`config.mk`:
```
export PLATFORM = sky130hd
export DESIGN_NAME = wdt_top
export DESIGN_NICKNAME = d
export VERILOG_FILES = /design/src/verilog/wdt_prescaler.v /design/src/verilog/wdt_downcounter.v /design/src/verilog/wdt_top.v
export VERILOG_INCLUDE_DIRS = /design/src /design/src/verilog
export SDC_FILE = /design/constraint.sdc
export NUM_CORES = 1
export LEC_CHECK = 0
export BUFFER_PORTS_ARGS = -buffer_cell sky130_fd_sc_hd__buf_2
export CAP_MARGIN = 0
export CORE_UTILIZATION = 45
export DETAILED_ROUTE_END_ITERATION = 7
export PLACE_DENSITY = 0.82
export SYNTH_ARGS = -nofsm -noshare
export SYNTH_HDL_FRONTEND = slang
export SYNTH_SLANG_ARGS = --single-unit
```
`constraint.sdc`:
```
create_clock -name i_clk -period 2.5 [get_ports i_clk]
set_clock_uncertainty 0.05 [all_clocks]
set_input_delay 0.375 -clock i_clk [delete_from_list [all_inputs] [get_ports i_clk]]
set_output_delay 0.375 -clock i_clk [all_outputs]
set_load 0.1 [all_outputs]
```
`src/verilog/wdt_map.vh`:
```
`ifndef WDT_MAP_VH
`define WDT_MAP_VH

// register byte offsets
`define WDT_OFS_CONTROL 8'h00
`define WDT_OFS_RELOAD 8'h08
`define WDT_OFS_SERVICE 8'h0c

// key field, common to every register
`define WDT_KEY_MSB 31
`define WDT_KEY_LSB 16
`define WDT_KEY_VALUE 16'h5afa

// control register fields
`define WDT_CTRL_EN_BIT 0
`define WDT_CTRL_IE_BIT 1
`define WDT_CTRL_FLAG_BIT 2

// reload register field
`define WDT_RELOAD_MSB 7
`define WDT_RELOAD_RESET 8'hff

// service register field
`define WDT_SERVICE_MSB 15
`define WDT_SERVICE_VALUE 16'h55aa

// fixed prescaler ratio and counter width
`define WDT_PRESCALE_DIV 128
`define WDT_PRESCALE_BITS 7
`define WDT_COUNT_BITS 9

// count clock source selection
`define WDT_SRC_FAST_OSC 2'h0
`define WDT_SRC_SLOW_OSC 2'h1
`define WDT_SRC_BUS_CLOCK 2'h2
`define WDT_SRC_NONE 2'h3

`endif

```
`src/verilog/wdt_prescaler.v`:
```
`timescale 1ns/1ps
`include "wdt_map.vh"

// divides count clock ticks by a fixed ratio into a one-cycle pulse
module wdt_prescaler #(
  parameter DIV = `WDT_PRESCALE_DIV,
  parameter BITS = `WDT_PRESCALE_BITS
) (
  input wire i_clk,
  input wire i_resetn,
  input wire i_clear,
  input wire i_tick,
  output reg o_pulse
);

  localparam [31:0] LAST_FULL = DIV - 1;
  localparam [BITS-1:0] LAST = LAST_FULL[BITS-1:0];

  reg [BITS-1:0] div_reg;

  // count ticks, pulse on the last one of each group
  always @(posedge i_clk or negedge i_resetn) begin
    if (!i_resetn) begin
      div_reg <= {BITS{1'b0}};
      o_pulse <= 1'b0;
    end else if (i_clear) begin
      div_reg <= {BITS{1'b0}};
      o_pulse <= 1'b0;
    end else if (i_tick) begin
      o_pulse <= (div_reg == LAST);
      if (div_reg == LAST) begin
        div_reg <= {BITS{1'b0}};
      end else begin
        div_reg <= div_reg + {{(BITS-1){1'b0}}, 1'b1};
      end
    end else begin
      o_pulse <= 1'b0;
    end
  end

endmodule

```
`src/verilog/wdt_downcounter.v`:
```
`timescale 1ns/1ps
`include "wdt_map.vh"

// down-counter holding the timer constant, flags underflow
module wdt_downcounter #(
  parameter BITS = `WDT_COUNT_BITS
) (
  input wire i_clk,
  input wire i_resetn,
  input wire i_load,
  input wire [BITS-1:0] i_load_value,
  input wire i_run,
  input wire i_dec,
  output reg [BITS-1:0] o_value,
  output reg o_underflow
);

  localparam [BITS-1:0] ONE = {{(BITS-1){1'b0}}, 1'b1};

  // load wins over decrement; the last step from one reloads
  always @(posedge i_clk or negedge i_resetn) begin
    if (!i_resetn) begin
      o_value <= {BITS{1'b0}};
      o_underflow <= 1'b0;
    end else if (i_load) begin
      o_value <= i_load_value;
      o_underflow <= 1'b0;
    end else if (i_run && i_dec) begin
      if (o_value <= ONE) begin
        o_value <= i_load_value;
        o_underflow <= 1'b1;
      end else begin
        o_value <= o_value - ONE;
        o_underflow <= 1'b0;
      end
    end else begin
      o_underflow <= 1'b0;
    end
  end

endmodule

```
`src/verilog/wdt_top.v`:
```
`timescale 1ns/1ps
`include "wdt_map.vh"

// Contract
// - count clock divided by fixed 128 decrements a 9-bit down-counter.
// - smallest start value is one, so shortest timeout is one prescaled period.
// - setting enable bit 0 loads the reload constant and starts counting.
// - reset-mode underflow resets the processor like an external reset.
// - writing 0x55AA to the service field reloads the counter.
// - registers on bus clock, counting on selectable count clock source.
// - interrupt raised only while timeout flag and irq mode enable are set.
// - writes need key 0x5AFA in bits 31:16; key reads zero.
// - flag bit 2 set on interrupt-mode timeout, writing zero clears it.
// - bit 1 low gives reset mode clearing flag; high gives interrupt mode.
// - reload field 7:0 gives constant field plus one; resets to 0xFF.
// - 16-bit service field is write-only and reads zero.
// - timeouts occur whenever enabled and the count clock runs.
// - clock source conflict resolved: source stays selectable.
module wdt_top #(
  parameter ADDR_BITS = 8
) (
  input wire i_clk,
  input wire i_resetn,
  input wire i_hsel,
  input wire [ADDR_BITS-1:0] i_haddr,
  input wire [1:0] i_htrans,
  input wire i_hwrite,
  input wire [2:0] i_hsize,
  input wire [31:0] i_hwdata,
  input wire i_hready,
  output wire [31:0] o_hrdata,
  output wire o_hreadyout,
  output wire o_hresp,
  input wire [1:0] i_count_clock_select,
  input wire i_internal_fast_osc_tick,
  input wire i_internal_slow_osc_tick,
  output wire o_irq,
  output reg o_wdt_reset
);

  localparam ST_OFF = 2'b01;
  localparam ST_RUN = 2'b10;

  // bus data-phase state
  reg wr_pend_reg;
  reg [ADDR_BITS-1:0] addr_reg;
  reg [31:0] rdata_reg;

  // software-visible state
  reg counter_enable_reg;
  reg counter_enable_next;
  reg irq_mode_enable_reg;
  reg irq_mode_enable_next;
  reg timeout_flag_reg;
  reg timeout_flag_next;
  reg [`WDT_RELOAD_MSB:0] reload_constant_reg;
  reg [`WDT_RELOAD_MSB:0] reload_constant_next;
  reg [1:0] state_reg;
  reg [1:0] state_next;

  // decoded write strobes
  wire [15:0] write_key_field;
  wire [15:0] service_value_field;
  wire key_ok;
  reg hit_control;
  reg hit_reload;
  reg hit_service;
  wire wr_control;
  wire wr_reload;
  wire wr_service;
  wire service_hit;
  wire feed_accept;
  wire flag_clear;
  wire start_load;
  reg count_tick;
  wire prescale_pulse;
  wire underflow;
  wire timeout_event;
  wire flag_set;
  wire reset_request;
  wire counter_load;
  wire running;
  wire [`WDT_COUNT_BITS-1:0] timer_constant;
  wire [31:0] control_image;
  wire [31:0] reload_image;
  wire addr_phase;
  reg [31:0] rdata_next;

  // accept transfers when selected and previous phase completes
  assign addr_phase = i_hsel & i_hready & i_htrans[1];

  // zero-wait slave, always okay
  assign o_hreadyout = 1'b1;
  assign o_hresp = 1'b0;
  assign o_hrdata = rdata_reg;

  // fields of the write data, meaningful only in a data phase
  assign write_key_field = i_hwdata[`WDT_KEY_MSB:`WDT_KEY_LSB];
  assign service_value_field = i_hwdata[`WDT_SERVICE_MSB:0];

  // data-phase address decode; unmapped offsets hit nothing
  always @* begin
    hit_control = 1'b0;
    hit_reload = 1'b0;
    hit_service = 1'b0;
    case (addr_reg)
      `WDT_OFS_CONTROL: begin
        hit_control = 1'b1;
      end
      `WDT_OFS_RELOAD: begin
        hit_reload = 1'b1;
      end
      `WDT_OFS_SERVICE: begin
        hit_service = 1'b1;
      end
      default: begin
        hit_control = 1'b0;
      end
    endcase
  end

  // key check on every write
  assign key_ok = (write_key_field == `WDT_KEY_VALUE);
  assign wr_control = wr_pend_reg & key_ok & hit_control;
  assign wr_reload = wr_pend_reg & key_ok & hit_reload;
  assign wr_service = wr_pend_reg & key_ok & hit_service;

  // only the exact service value feeds
  assign service_hit = wr_service & (service_value_field == `WDT_SERVICE_VALUE);

  // a feed counts only while the watchdog is enabled
  assign feed_accept = service_hit & counter_enable_reg;

  // writing zero to the flag bit clears it
  assign flag_clear = wr_control & ~i_hwdata[`WDT_CTRL_FLAG_BIT];

  // a rising enable loads the counter
  assign start_load = wr_control & i_hwdata[`WDT_CTRL_EN_BIT] & ~counter_enable_reg;

  // counter load on start or service
  assign counter_load = start_load | feed_accept;

  // timer constant is field plus one
  assign timer_constant = {1'b0, reload_constant_reg} +
    {{(`WDT_COUNT_BITS-1){1'b0}}, 1'b1};

  assign running = state_reg[1];

  // an underflow counts as a timeout only while running
  assign timeout_event = underflow & running;

  // interrupt mode raises the flag, reset mode asks for a chip reset
  assign flag_set = timeout_event & irq_mode_enable_reg;
  assign reset_request = timeout_event & ~irq_mode_enable_reg;

  // pick the count clock source; bus clock ticks every cycle
  always @* begin
    case (i_count_clock_select)
      `WDT_SRC_FAST_OSC: begin
        count_tick = i_internal_fast_osc_tick;
      end
      `WDT_SRC_SLOW_OSC: begin
        count_tick = i_internal_slow_osc_tick;
      end
      `WDT_SRC_BUS_CLOCK: begin
        count_tick = 1'b1;
      end
      default: begin
        count_tick = 1'b0;
      end
    endcase
  end

  // interrupt only when flag and mode bit both set
  assign o_irq = timeout_flag_reg & irq_mode_enable_reg;

  // read images; key, service and reserved bits read zero
  assign control_image = {29'h0000_0000, timeout_flag_next, irq_mode_enable_next,
    counter_enable_next};
  assign reload_image = {{(31-`WDT_RELOAD_MSB){1'b0}}, reload_constant_next};

  // capture address phase of each transfer
  always @(posedge i_clk or negedge i_resetn) begin
    if (!i_resetn) begin
      wr_pend_reg <= 1'b0;
      addr_reg <= {ADDR_BITS{1'b0}};
    end else if (i_hready) begin
      wr_pend_reg <= addr_phase & i_hwrite;
      addr_reg <= i_haddr;
    end
  end

  // next values of the software registers
  always @* begin
    counter_enable_next = counter_enable_reg;
    irq_mode_enable_next = irq_mode_enable_reg;
    reload_constant_next = reload_constant_reg;
    timeout_flag_next = timeout_flag_reg;
    if (wr_control) begin
      counter_enable_next = i_hwdata[`WDT_CTRL_EN_BIT];
      irq_mode_enable_next = i_hwdata[`WDT_CTRL_IE_BIT];
    end
    if (wr_reload) begin
      reload_constant_next = i_hwdata[`WDT_RELOAD_MSB:0];
    end
    if (flag_clear) begin
      timeout_flag_next = 1'b0;
    end
    // set wins over clear; reset mode drops the flag
    if (flag_set) begin
      timeout_flag_next = 1'b1;
    end else if (timeout_event) begin
      timeout_flag_next = 1'b0;
    end
  end

  // software register flops
  always @(posedge i_clk or negedge i_resetn) begin
    if (!i_resetn) begin
      counter_enable_reg <= 1'b0;
      irq_mode_enable_reg <= 1'b0;
      timeout_flag_reg <= 1'b0;
      reload_constant_reg <= `WDT_RELOAD_RESET;
    end else begin
      counter_enable_reg <= counter_enable_next;
      irq_mode_enable_reg <= irq_mode_enable_next;
      timeout_flag_reg <= timeout_flag_next;
      reload_constant_reg <= reload_constant_next;
    end
  end

  // run state follows the enable bit
  always @* begin
    case (state_reg)
      ST_OFF: begin
        state_next = counter_enable_next ? ST_RUN : ST_OFF;
      end
      ST_RUN: begin
        state_next = counter_enable_next ? ST_RUN : ST_OFF;
      end
      default: begin
        state_next = ST_OFF;
      end
    endcase
  end

  always @(posedge i_clk or negedge i_resetn) begin
    if (!i_resetn) begin
      state_reg <= ST_OFF;
    end else begin
      state_reg <= state_next;
    end
  end

  // read mux built from next values so a read after a write sees it
  always @* begin
    rdata_next = 32'h0000_0000;
    if (addr_phase && !i_hwrite) begin
      case (i_haddr)
        `WDT_OFS_CONTROL: begin
          rdata_next = control_image;
        end
        `WDT_OFS_RELOAD: begin
          rdata_next = reload_image;
        end
        default: begin
          rdata_next = 32'h0000_0000;
        end
      endcase
    end
  end

  always @(posedge i_clk or negedge i_resetn) begin
    if (!i_resetn) begin
      rdata_reg <= 32'h0000_0000;
    end else if (i_hready) begin
      rdata_reg <= rdata_next;
    end
  end

  // reset-mode timeout asks for a full processor reset
  always @(posedge i_clk or negedge i_resetn) begin
    if (!i_resetn) begin
      o_wdt_reset <= 1'b0;
    end else begin
      o_wdt_reset <= reset_request;
    end
  end

  // fixed divider on the selected count clock
  wdt_prescaler #(
    .DIV(`WDT_PRESCALE_DIV),
    .BITS(`WDT_PRESCALE_BITS)
  ) u_prescaler (
    .i_clk(i_clk),
    .i_resetn(i_resetn),
    .i_clear(counter_load | ~running),
    .i_tick(count_tick),
    .o_pulse(prescale_pulse)
  );

  // timer down-counter
  wdt_downcounter #(
    .BITS(`WDT_COUNT_BITS)
  ) u_counter (
    .i_clk(i_clk),
    .i_resetn(i_resetn),
    .i_load(counter_load),
    .i_load_value(timer_constant),
    .i_run(running),
    .i_dec(prescale_pulse),
    .o_value(),
    .o_underflow(underflow)
  );

endmodule

```
# Word level (Yosys, flattened, before mapping)
# Index checks and enable logic that the tools add are counted.
# word_totals
register_bits,73
inputBits,54
out_inout_bits,36
word_cells,83
# op_classes
add_sub_neg,3
magnitude_cmp,1
n_eq_ne,10
mux,25
bitwise_logic,22
reduce_logical,9
# op_table
op,count
$eq 16x15->1 const B,2
$mux 9,3
$eq 8x4->1 const B,3
$mux 7,3
$and 1x1->1,16
$logic_not 8->1,2
$mux 8,2
$pmux 8 s2,1
$mux 1,13
$add 8x1->9 const B,1
$le 9x1->1 const B,1
$sub 9x1->9 const B,1
$add 7x1->7 const B,1
$eq 7x7->1 const B,1
$eq 2x1->1 const B,2
$eq 2x2->1 const B,2
$mux 2,2
$not 1->1,4
$reduce_bool 2->1,2
$pmux 1 s3,1
$logic_and 1x1->1,2
$logic_not 2->1,1
$or 1x1->1,2
$reduce_or 2->1,1
$logic_not 1->1,1

# Longest topological paths before layout
# Gate-level depths: netlist (run 1).
# logic_depth
depth_word,9
ltp_mapped,7
depth_no_buf,7

# Cells and area by module
# From an unflattened synthesis (run 1), not the netlist that was laid out.
# hier_totals
cells_unflattened,292
area_unflattened_um2,2931.6
# by_module_without_submodules
module,instances,cells_each,area_each_um2,seq_area_each_um2
wdt_top,1,171,1804.2,787.0
wdt_downcounter,1,79,715.7,250.2
wdt_prescaler,1,42,411.6,200.2

# Least setup slack after synthesis (run 1)
# Ideal clock, no wire load.
# synth_timing
kind,in2reg
start,input port i_hwdata[18]
end,register rdata_reg[3] (netlist: o_hrdata[3])
setup_ps,122
arrival_time_ps,1829
required_time_ps,2328
path_slack_ps,499
cell_stages,5
n_path_buf,0
path_cell_list,and4bb_1 -> nand4_2 -> nor4_4 -> mux2_2 -> a22o_1
# synth_between
elab_chain_cells,6
# synth_rtl
item,line_no,text
from (decl),wdt_top.v:29,"input wire [31:0] i_hwdata,"
$eq 16x15->1 (no line),-,
$and 1x1->1 (2 in series),wdt_top.v:125,assign wr_reload = wr_pend_reg & key_ok & hit_reload;
$mux 8,wdt_top.v:203,if (wr_reload) begin
named net reload_constant_next[3],wdt_top.v:57,reg [`WDT_RELOAD_MSB:0] reload_constant_next;
$pmux 8 s2,wdt_top.v:259,case (i_haddr)
$mux 8,wdt_top.v:258,if (addr_phase && !i_hwrite) begin
to (signal assigned),wdt_top.v:277,rdata_reg <= rdata_next;
to (decl),wdt_top.v:47,reg [31:0] rdata_reg;
# The timed path passes the listed nets, and every way through them passes these cells.
# A chain may end at the register's enable or synchronous reset.

# Worst setup path in the final report (run 1)
# layout_timing
start,register addr_reg[6]
end,register rdata_reg[7] (netlist: o_hrdata[7])
# layout_between
elab_chain_cells,6
# layout_rtl
item,line_no,text
from (decl),wdt_top.v:46,reg [ADDR_BITS-1:0] addr_reg;
from (signal assigned),wdt_top.v:186,addr_reg <= {ADDR_BITS{1'b0}};
from (signal assigned),wdt_top.v:189,addr_reg <= i_haddr;
$eq 8x4->1,wdt_top.v:106,case (addr_reg)
$mux 1,wdt_top.v:106,
$and 1x1->1,wdt_top.v:125,
$mux 8,wdt_top.v:203,
named net reload_constant_next[7],wdt_top.v:57,
$pmux 8 s2,wdt_top.v:259,
$mux 8,wdt_top.v:258,
# The timed path passes the listed nets, and every way through them passes these cells.

==> results of run 1 <==
## through the flow
stage | util, % | total power [mW]
after detailed placement | 52.6 | 1.12
after CTS | 54.4 | 1.67
after global placement | 52.6 | 1.12
final | 54.4 | 1.66
after floorplan | - | 1.08
after global routing | 54.4 | 1.73
## cells in the mapped netlist, drive strengths merged, types with 3 or more instances
cell	n
dfrtp	40
buf	29
nor3	17
mux2	16
inv	15
a21oi	12
nand2	12
nand3	11
nor2	11
dfstp	9
and3	8
o22ai	8
o21ai	7
nor4	6
xor2	6
a22o	5
and2	5
nand4	5
xnor2	5
ha	4
mux2i	4
and4b	3
nand2b	3
nor4b	3
nor4bb	3
## power by group through the flow
stage          registers, mW  clock network (mW)  logic, mW
3_3_place_gp           0.830                   0      0.289
6_report               0.816               0.551      0.292
2_1_floorplan          0.830                   0      0.247
5_1_grt                0.817               0.603      0.310
3_5_place_dp           0.831                   0      0.293
4_1_cts                0.816               0.563      0.294
## worst reg2reg max path, delay by kind of cell (launching register included)
kind	cells	cell delay, ns
muxes	1	0.41
AOI/OAI and AO/OA	1	0.18
and+or+nand+nor	3	0.98
DFF	1	0.38
## layer usage
| metal | vias to the layer above | track usage, % |
|---|---|---|
| met5 | - | 0 |
| met4 | 0 | 6.84 |
| met3 | 15 | 4.56 |
| met2 | 84 | 33.3 |
| met1 | 1084 | 24.2 |
| li1 | 1086 | - |
## worst paths after layout
kind                                          end  slack (ns)  cells after the start
max                                   o_hrdata[7]        0.39                      5
min                                   o_hrdata[6]       0.006                      1
max reg2reg                           o_hrdata[7]        0.39                      5
min reg2reg                           o_wdt_reset        0.45                      1
max in group asynchronous            state_reg[0]        1.79                      2
min in group i_clk         reload_constant_reg[2]        0.26                      3
## cells by family after synthesis
logic type	after synthesis	share of synthesized area (%)
xor+xnor	11	3.38
fa+ha+maj	4	1.76
mux	20	7.72
flops	49	43.4
buf+inv	46	9.70
simple gates	100	22.5
other cells	2	0.263
compound gates	45	11.3
## layout make-up
type,count,share of cell area [%]
multi-input combinational,206,43.6
sequential,49,37.8
timing repair buffer,65,10.8
tap,75,2.86
clock buffer,6,2.22
inverter,15,1.72
clock inverter,2,1.07
==> run_results.csv, run 1 <==
group,metric,value,unit
placed_design,dp_worst_setup_slack,0.276,ns
layout,multiInputGateArea,1430,um2
clocking,ctsHoldBuffers,0,
setup_path,critical_path_required,2.64,ns
logic_synthesis,synth_area,2850,um2
setup_path,slowest_stage,"nor4_4",
die,core_region_area,6030,um2
run_status,outcome,"finished, final reports clean",
global_routing,antenna_found_initial,0,
setup_path,crit_type,"flop to flop",
layout,largest_reg_flops,9,
timing,slew_headroom,63.2,%
power_and_ir_drop,p_int,1.16,mW
power_and_ir_drop,power_frac_seq,49.2,%
timing,drv_slew,0,
timing,finalSetupViolations,0,
clocking,clock-root-buffer,"clkbuf_8",
logic_synthesis,ys.flop_type,"dfrtp_1",
layout,insertedDiodeCount,0,
route,wl_per_cell,14.1,um
die,io_pins,90,
power_and_ir_drop,powerDensity,507,nW/um2
global_routing,grt_remaining_overflow,0,
route,dr.max_layer_used,"met4",
placed_design,placed_cells,410,
clocking,htreeDepth,2,
route,postRouteWirelength,5910,um
logic_synthesis,synth_area_leaders,"dfrtp_1 35%, dfstp_2 8.3%, buf_4 7.1%",
setup_path,worstSetupEndpointType,"flop",
route,ant_nets,0,
layout,fin_nets,400,
layout,seqCellArea,1240,um2
placed_design,place_hpwl,4540,um
layout,n_fill_cell,530,
timing,worst_pin_slew,0.551,ns
timing,rsz0062_at_grt,"false",
logic_synthesis,synth.distinct_cells,59,
logic_synthesis,synth_edf_count,0,
logic_synthesis,yosysTopAreaCellShare,35.1,%
setup_path,crit_fanout,7,
setup_path,critPathTopFamily,"simple AND/OR/NAND/NOR gates",
clocking,clk_latency,0.30,ns
global_routing,grt_start_max_net_pins,28,
logic_synthesis,async_flop_share,100,%
clocking,cts_buffers,5,
placed_design,io_buffers,59,
layout,drive_gt1_share,32.4,%
power_and_ir_drop,ir_worst_vdd,0.331,mV
layout,regMostFlops,"u_counter.o_value",
die,die_w,81.6,um
layout,mostFrequentLayoutCell,"buf_2",
clocking,path_clk_slew,0.09,ns
power_and_ir_drop,p_comb_share,17.6,%
route,drt_iter0_markers,83,
setup_path,crit_path_max_incr_delay,0.47,ns
timing,timing.final.ws_setup,0.387,ns
route,dr.pass1.iters,4,
timing,finalHoldViolCount,0,
route,via_per_inst,5.43,
die,die-height,81.6,um
job,maxCapViolCount,0,
die,num_rows,28,
placed_design,placed_area,3170,um2
timing,period_minus_slack,2.11,ns
route,routedLengthMet1,2580,um
setup_path,cp_cell_sequence,"nor3b_1 -> nand4_2 -> nor4_4 -> mux2_2 -> a22o_1",
timing,setup_tns,0,ns
timing,period_share,84.5,%
logic_synthesis,synth-seq-cells,49,
clocking,cts.path.max_buffers,2,
power_and_ir_drop,p_sw,0.495,mW
setup_path,r2r_start,"addr_reg[6]",
global_routing,grt_pass1_vias,2205,
placed_design,gp_routability_congestion,0.852,
logic_synthesis,netlist_instances,277,
clocking,cts.sinks,49,
die,initial_utilization,47.3,%
route,num_vias,2269,
timing,fmax,473,MHz
layout,final_area,3280,um2
layout,instances_no_fill,418,
clocking,cts_tree,"yes",
global_routing,track_usage,19.5,%
global_routing,grt_pass1_wl,9990,um
logic_synthesis,synth.largest_area_cell,"dfrtp_1",
route,wl_met3,296,um
logic_synthesis,yosysWarnings,0,
clocking,cts_resized,0,
power_and_ir_drop,switching_share,29.8,%
layout,final_cell_mix,"59 x buf_2, 40 x dfrtp_1, 26 x conb_1",
min_path,min_path_type,"primary input to asynchronous set/reset pin",
setup_path,worst_ep_arrival_time,2.25,ns
logic_synthesis,syn_avg_cell_area,10.3,um2
logic_synthesis,synth.yosys.seq_area_share,43.4,%
layout,area_delta_synth_final,14.9,%
route,wl_met2,2920,um
setup_path,startpoint,"addr_reg[6]",
timing,fin_hold_ws,0.00626,ns
setup_path,path_buf_inv,0,
power_and_ir_drop,clock_power_share,33.2,%
die,design.die.area,6660,um2
setup_path,start_kind,"flop",
power_and_ir_drop,p_leak,1.55,nW
clocking,cts_setup_buffers,0,
route,route.detailed.drc,0,
Note: power is estimated with default switching activity, not from simulation.
==> run 2, diff against run 1 <==
- PLACE_DENSITY: 0.82 -> 0.85
- clock period: 2.5 -> 1.93 ns (I/O delays scaled with it)
==> run 2 against run 1 <==
Non-clock buffer count up 20. Clock-buffer cell count grew 1. Via count increased by 2.4%. Utilization up 4.0 points. Highest routed layer unchanged. Sequential share of layout area shrank 2.6 points. Setup slack worse by 0.37 ns.
==> run_results.csv, run 2 (synthesized netlist as in run 1, its figures left out) <==
group,metric,value,unit
power_and_ir_drop,switching_share,30.9,%
timing,fmax,522,MHz
route,via_per_inst,5.31,
clocking,clk_latency,0.30,ns
power_and_ir_drop,p_leak,1.67,nW
timing,rsz0062_at_grt,"true",
die,initial_utilization,47.3,%
power_and_ir_drop,ir_worst_vdd,0.432,mV
setup_path,cp_cell_sequence,"nor4bb_4 -> nand2_1 -> nor4_4 -> buf_6 -> mux2_2 -> a22o_1",
setup_path,critical_path_required,2.07,ns
die,die_w,81.6,um
global_routing,track_usage,20.3,%
clocking,clock-root-buffer,"clkbuf_8",
placed_design,io_buffers,59,
power_and_ir_drop,p_comb_share,18.9,%
die,core_region_area,6030,um2
setup_path,crit_path_max_incr_delay,0.42,ns
power_and_ir_drop,power_frac_seq,50.1,%
power_and_ir_drop,p_int,1.46,mW
setup_path,crit_type,"flop to flop",
timing,timing.final.ws_setup,0.0142,ns
global_routing,antenna_found_initial,0,
clocking,cts.path.max_buffers,2,
die,num_rows,28,
layout,insertedDiodeCount,0,
global_routing,grt_pass1_wl,10300,um
layout,drive_gt1_share,39.1,%
setup_path,start_kind,"flop",
route,dr.pass1.iters,4,
timing,finalHoldViolCount,0,
layout,final_cell_mix,"59 x buf_2, 40 x dfrtp_1, 26 x conb_1",
clocking,cts_tree,"yes",
die,die-height,81.6,um
setup_path,cp-endpoint,"o_hrdata[6]",
job,maxCapViolCount,0,
timing,finalSetupViolations,0,
layout,mostFrequentLayoutCell,"buf_2",
route,postRouteWirelength,6280,um
layout,regMostFlops,"u_counter.o_value",
layout,largest_reg_flops,9,
setup_path,worst_ep_arrival_time,2.06,ns
layout,area_delta_synth_final,23.3,%
clocking,htreeDepth,2,
setup_path,r2r_slack,0.01,ns
power_and_ir_drop,finalPower,2.11,mW
route,num_vias,2324,
power_and_ir_drop,clock_power_share,31.1,%
timing,drv_slew,0,
setup_path,startpoint,"addr_reg[4]",
placed_design,gp_routability_congestion,0.852,
timing,period_minus_slack,1.92,ns
setup_path,ff2ff_path_depth,6,
die,io_pins,90,
route,drt_iter0_markers,115,
min_path,min_path_type,"primary input to flop",
power_and_ir_drop,powerDensity,601,nW/um2
placed_design,place_hpwl,4640,um
layout,fin_nets,420,
global_routing,grt_pass1_vias,2257,
power_and_ir_drop,p_sw,0.651,mW
placed_design,dp_worst_setup_slack,-0.0726,ns
clocking,cts_buffers,5,
die,design.die.area,6660,um2
global_routing,grt_start_max_net_pins,50,
global_routing,grt_remaining_overflow,0,
setup_path,r2r_start,"addr_reg[4]",
route,wl_per_cell,14.3,um
setup_path,crit_cells,6,
route,ant_nets,0,
setup_path,path_buf_inv,1,
clocking,cts.sinks,49,
setup_path,critPathTopFamily,"simple AND/OR/NAND/NOR gates",
setup_path,worstSetupEndpointType,"flop",
run_status,outcome,"finished, final reports clean",
setup_path,slowest_stage,"dfrtp_1",
timing,period_share,99.3,%
route,route.detailed.drc,0,
layout,n_fill_cell,513,
setup_path,crit_fanout,6,
clocking,path_clk_slew,0.09,ns
setup_path,rr_endpoint,"o_hrdata[6]",
[run 2: cell types whose count changed in the layout (fill, tap and decap cells not counted), moves of 2 or more]
cell      before  now
buf_4          5   22
clkbuf_8       5    7
nor3_1        17   15
nor4_1         5    2
nor4_2         0    3
buf_6          0    2
[run 2: worst min-delay path by stage]
| stage | start | endpoint | slack [ns] | depth (start not counted) |
|---|---|---|---|---|
| after floorplan | i_resetn | addr_reg[0] | -0.06 | 0 |
| after global placement | i_resetn | o_hrdata[6] | 0.24 | 2 |
| after detailed placement | i_resetn | o_hrdata[3] | 0.25 | 2 |
| after CTS | i_hwdata[2] | reload_constant_reg[2] | 0.17 | 3 |
| after global routing | i_haddr[0] | addr_reg[0] | 0.19 | 2 |
| final | i_haddr[5] | addr_reg[5] | 0.18 | 2 |
[run 2: area by class of cell]
class | count | area [um2] | area share [%]
multi-input combinational | 206 | 1510 | 43.0
tap | 75 | 93.8 | 2.67
clock buffer | 7 | 96.3 | 2.74
clock inverter | 1 | 5.00 | 0.142
inverter | 15 | 56.3 | 1.60
timing repair buffer | 85 | 513 | 14.6
sequential | 49 | 1240 | 35.2
[run 2: per-layer routing]
| layer | vias to the layer above | track usage (%) | wire length, um |
|---|---|---|---|
| li1 | 1124 | - | - |
| met1 | 1093 | 26.0 | 2710 |
| met2 | 98 | 33.9 | 3100 |
| met3 | 9 | 4.56 | 378 |
| met4 | 0 | 6.32 | 96 |
| met5 | - | 0 | 0 |
[run 2: power by group through the flow]
stage | logic, mW | clock network, mW | registers, mW
floorplan | 0.321 | 0 | 1.08
global placement | 0.383 | 0 | 1.07
detailed placement | 0.388 | 0 | 1.08
CTS | 0.394 | 0.671 | 1.06
global route | 0.424 | 0.709 | 1.06
finish | 0.399 | 0.656 | 1.06
[run 2: stage by stage]
stage | utilization (%) | TNS (ns) | instances | hold WS (ns) | instance area [um2]
2_1_floorplan | - | -0.0742 | 301 | -0.0561 | 2960
3_3_place_gp | 54.5 | -0.286 | 424 | 0.242 | 3290
3_5_place_dp | 54.5 | -0.813 | 424 | 0.246 | 3290
4_1_cts | 56.8 | 0 | 435 | 0.172 | 3420
5_1_grt | 58.3 | -0.592 | 438 | 0.187 | 3510
6_report | 58.3 | 0 | 438 | 0.180 | 3510
[run 2: worst reg2reg max path, stage by stage (launching register included)]
cell and delay [ns]:
dfrtp_1 0.42, nor4bb_4 0.30, nand2_1 0.17, nor4_4 0.17, buf_6 0.16, mux2_2 0.35
a22o_1 0.19
[run 2: what timing repair did]
action / CTS / global route
gates resized for setup: 2 / 17
setup endpoints to repair: 17 / 30
hold buffers: 1 / 0
gates cloned: 0 / 1
pin swaps: 0 / 4
hold endpoints to repair: 40 / 0
buffers inserted: 2 / 2
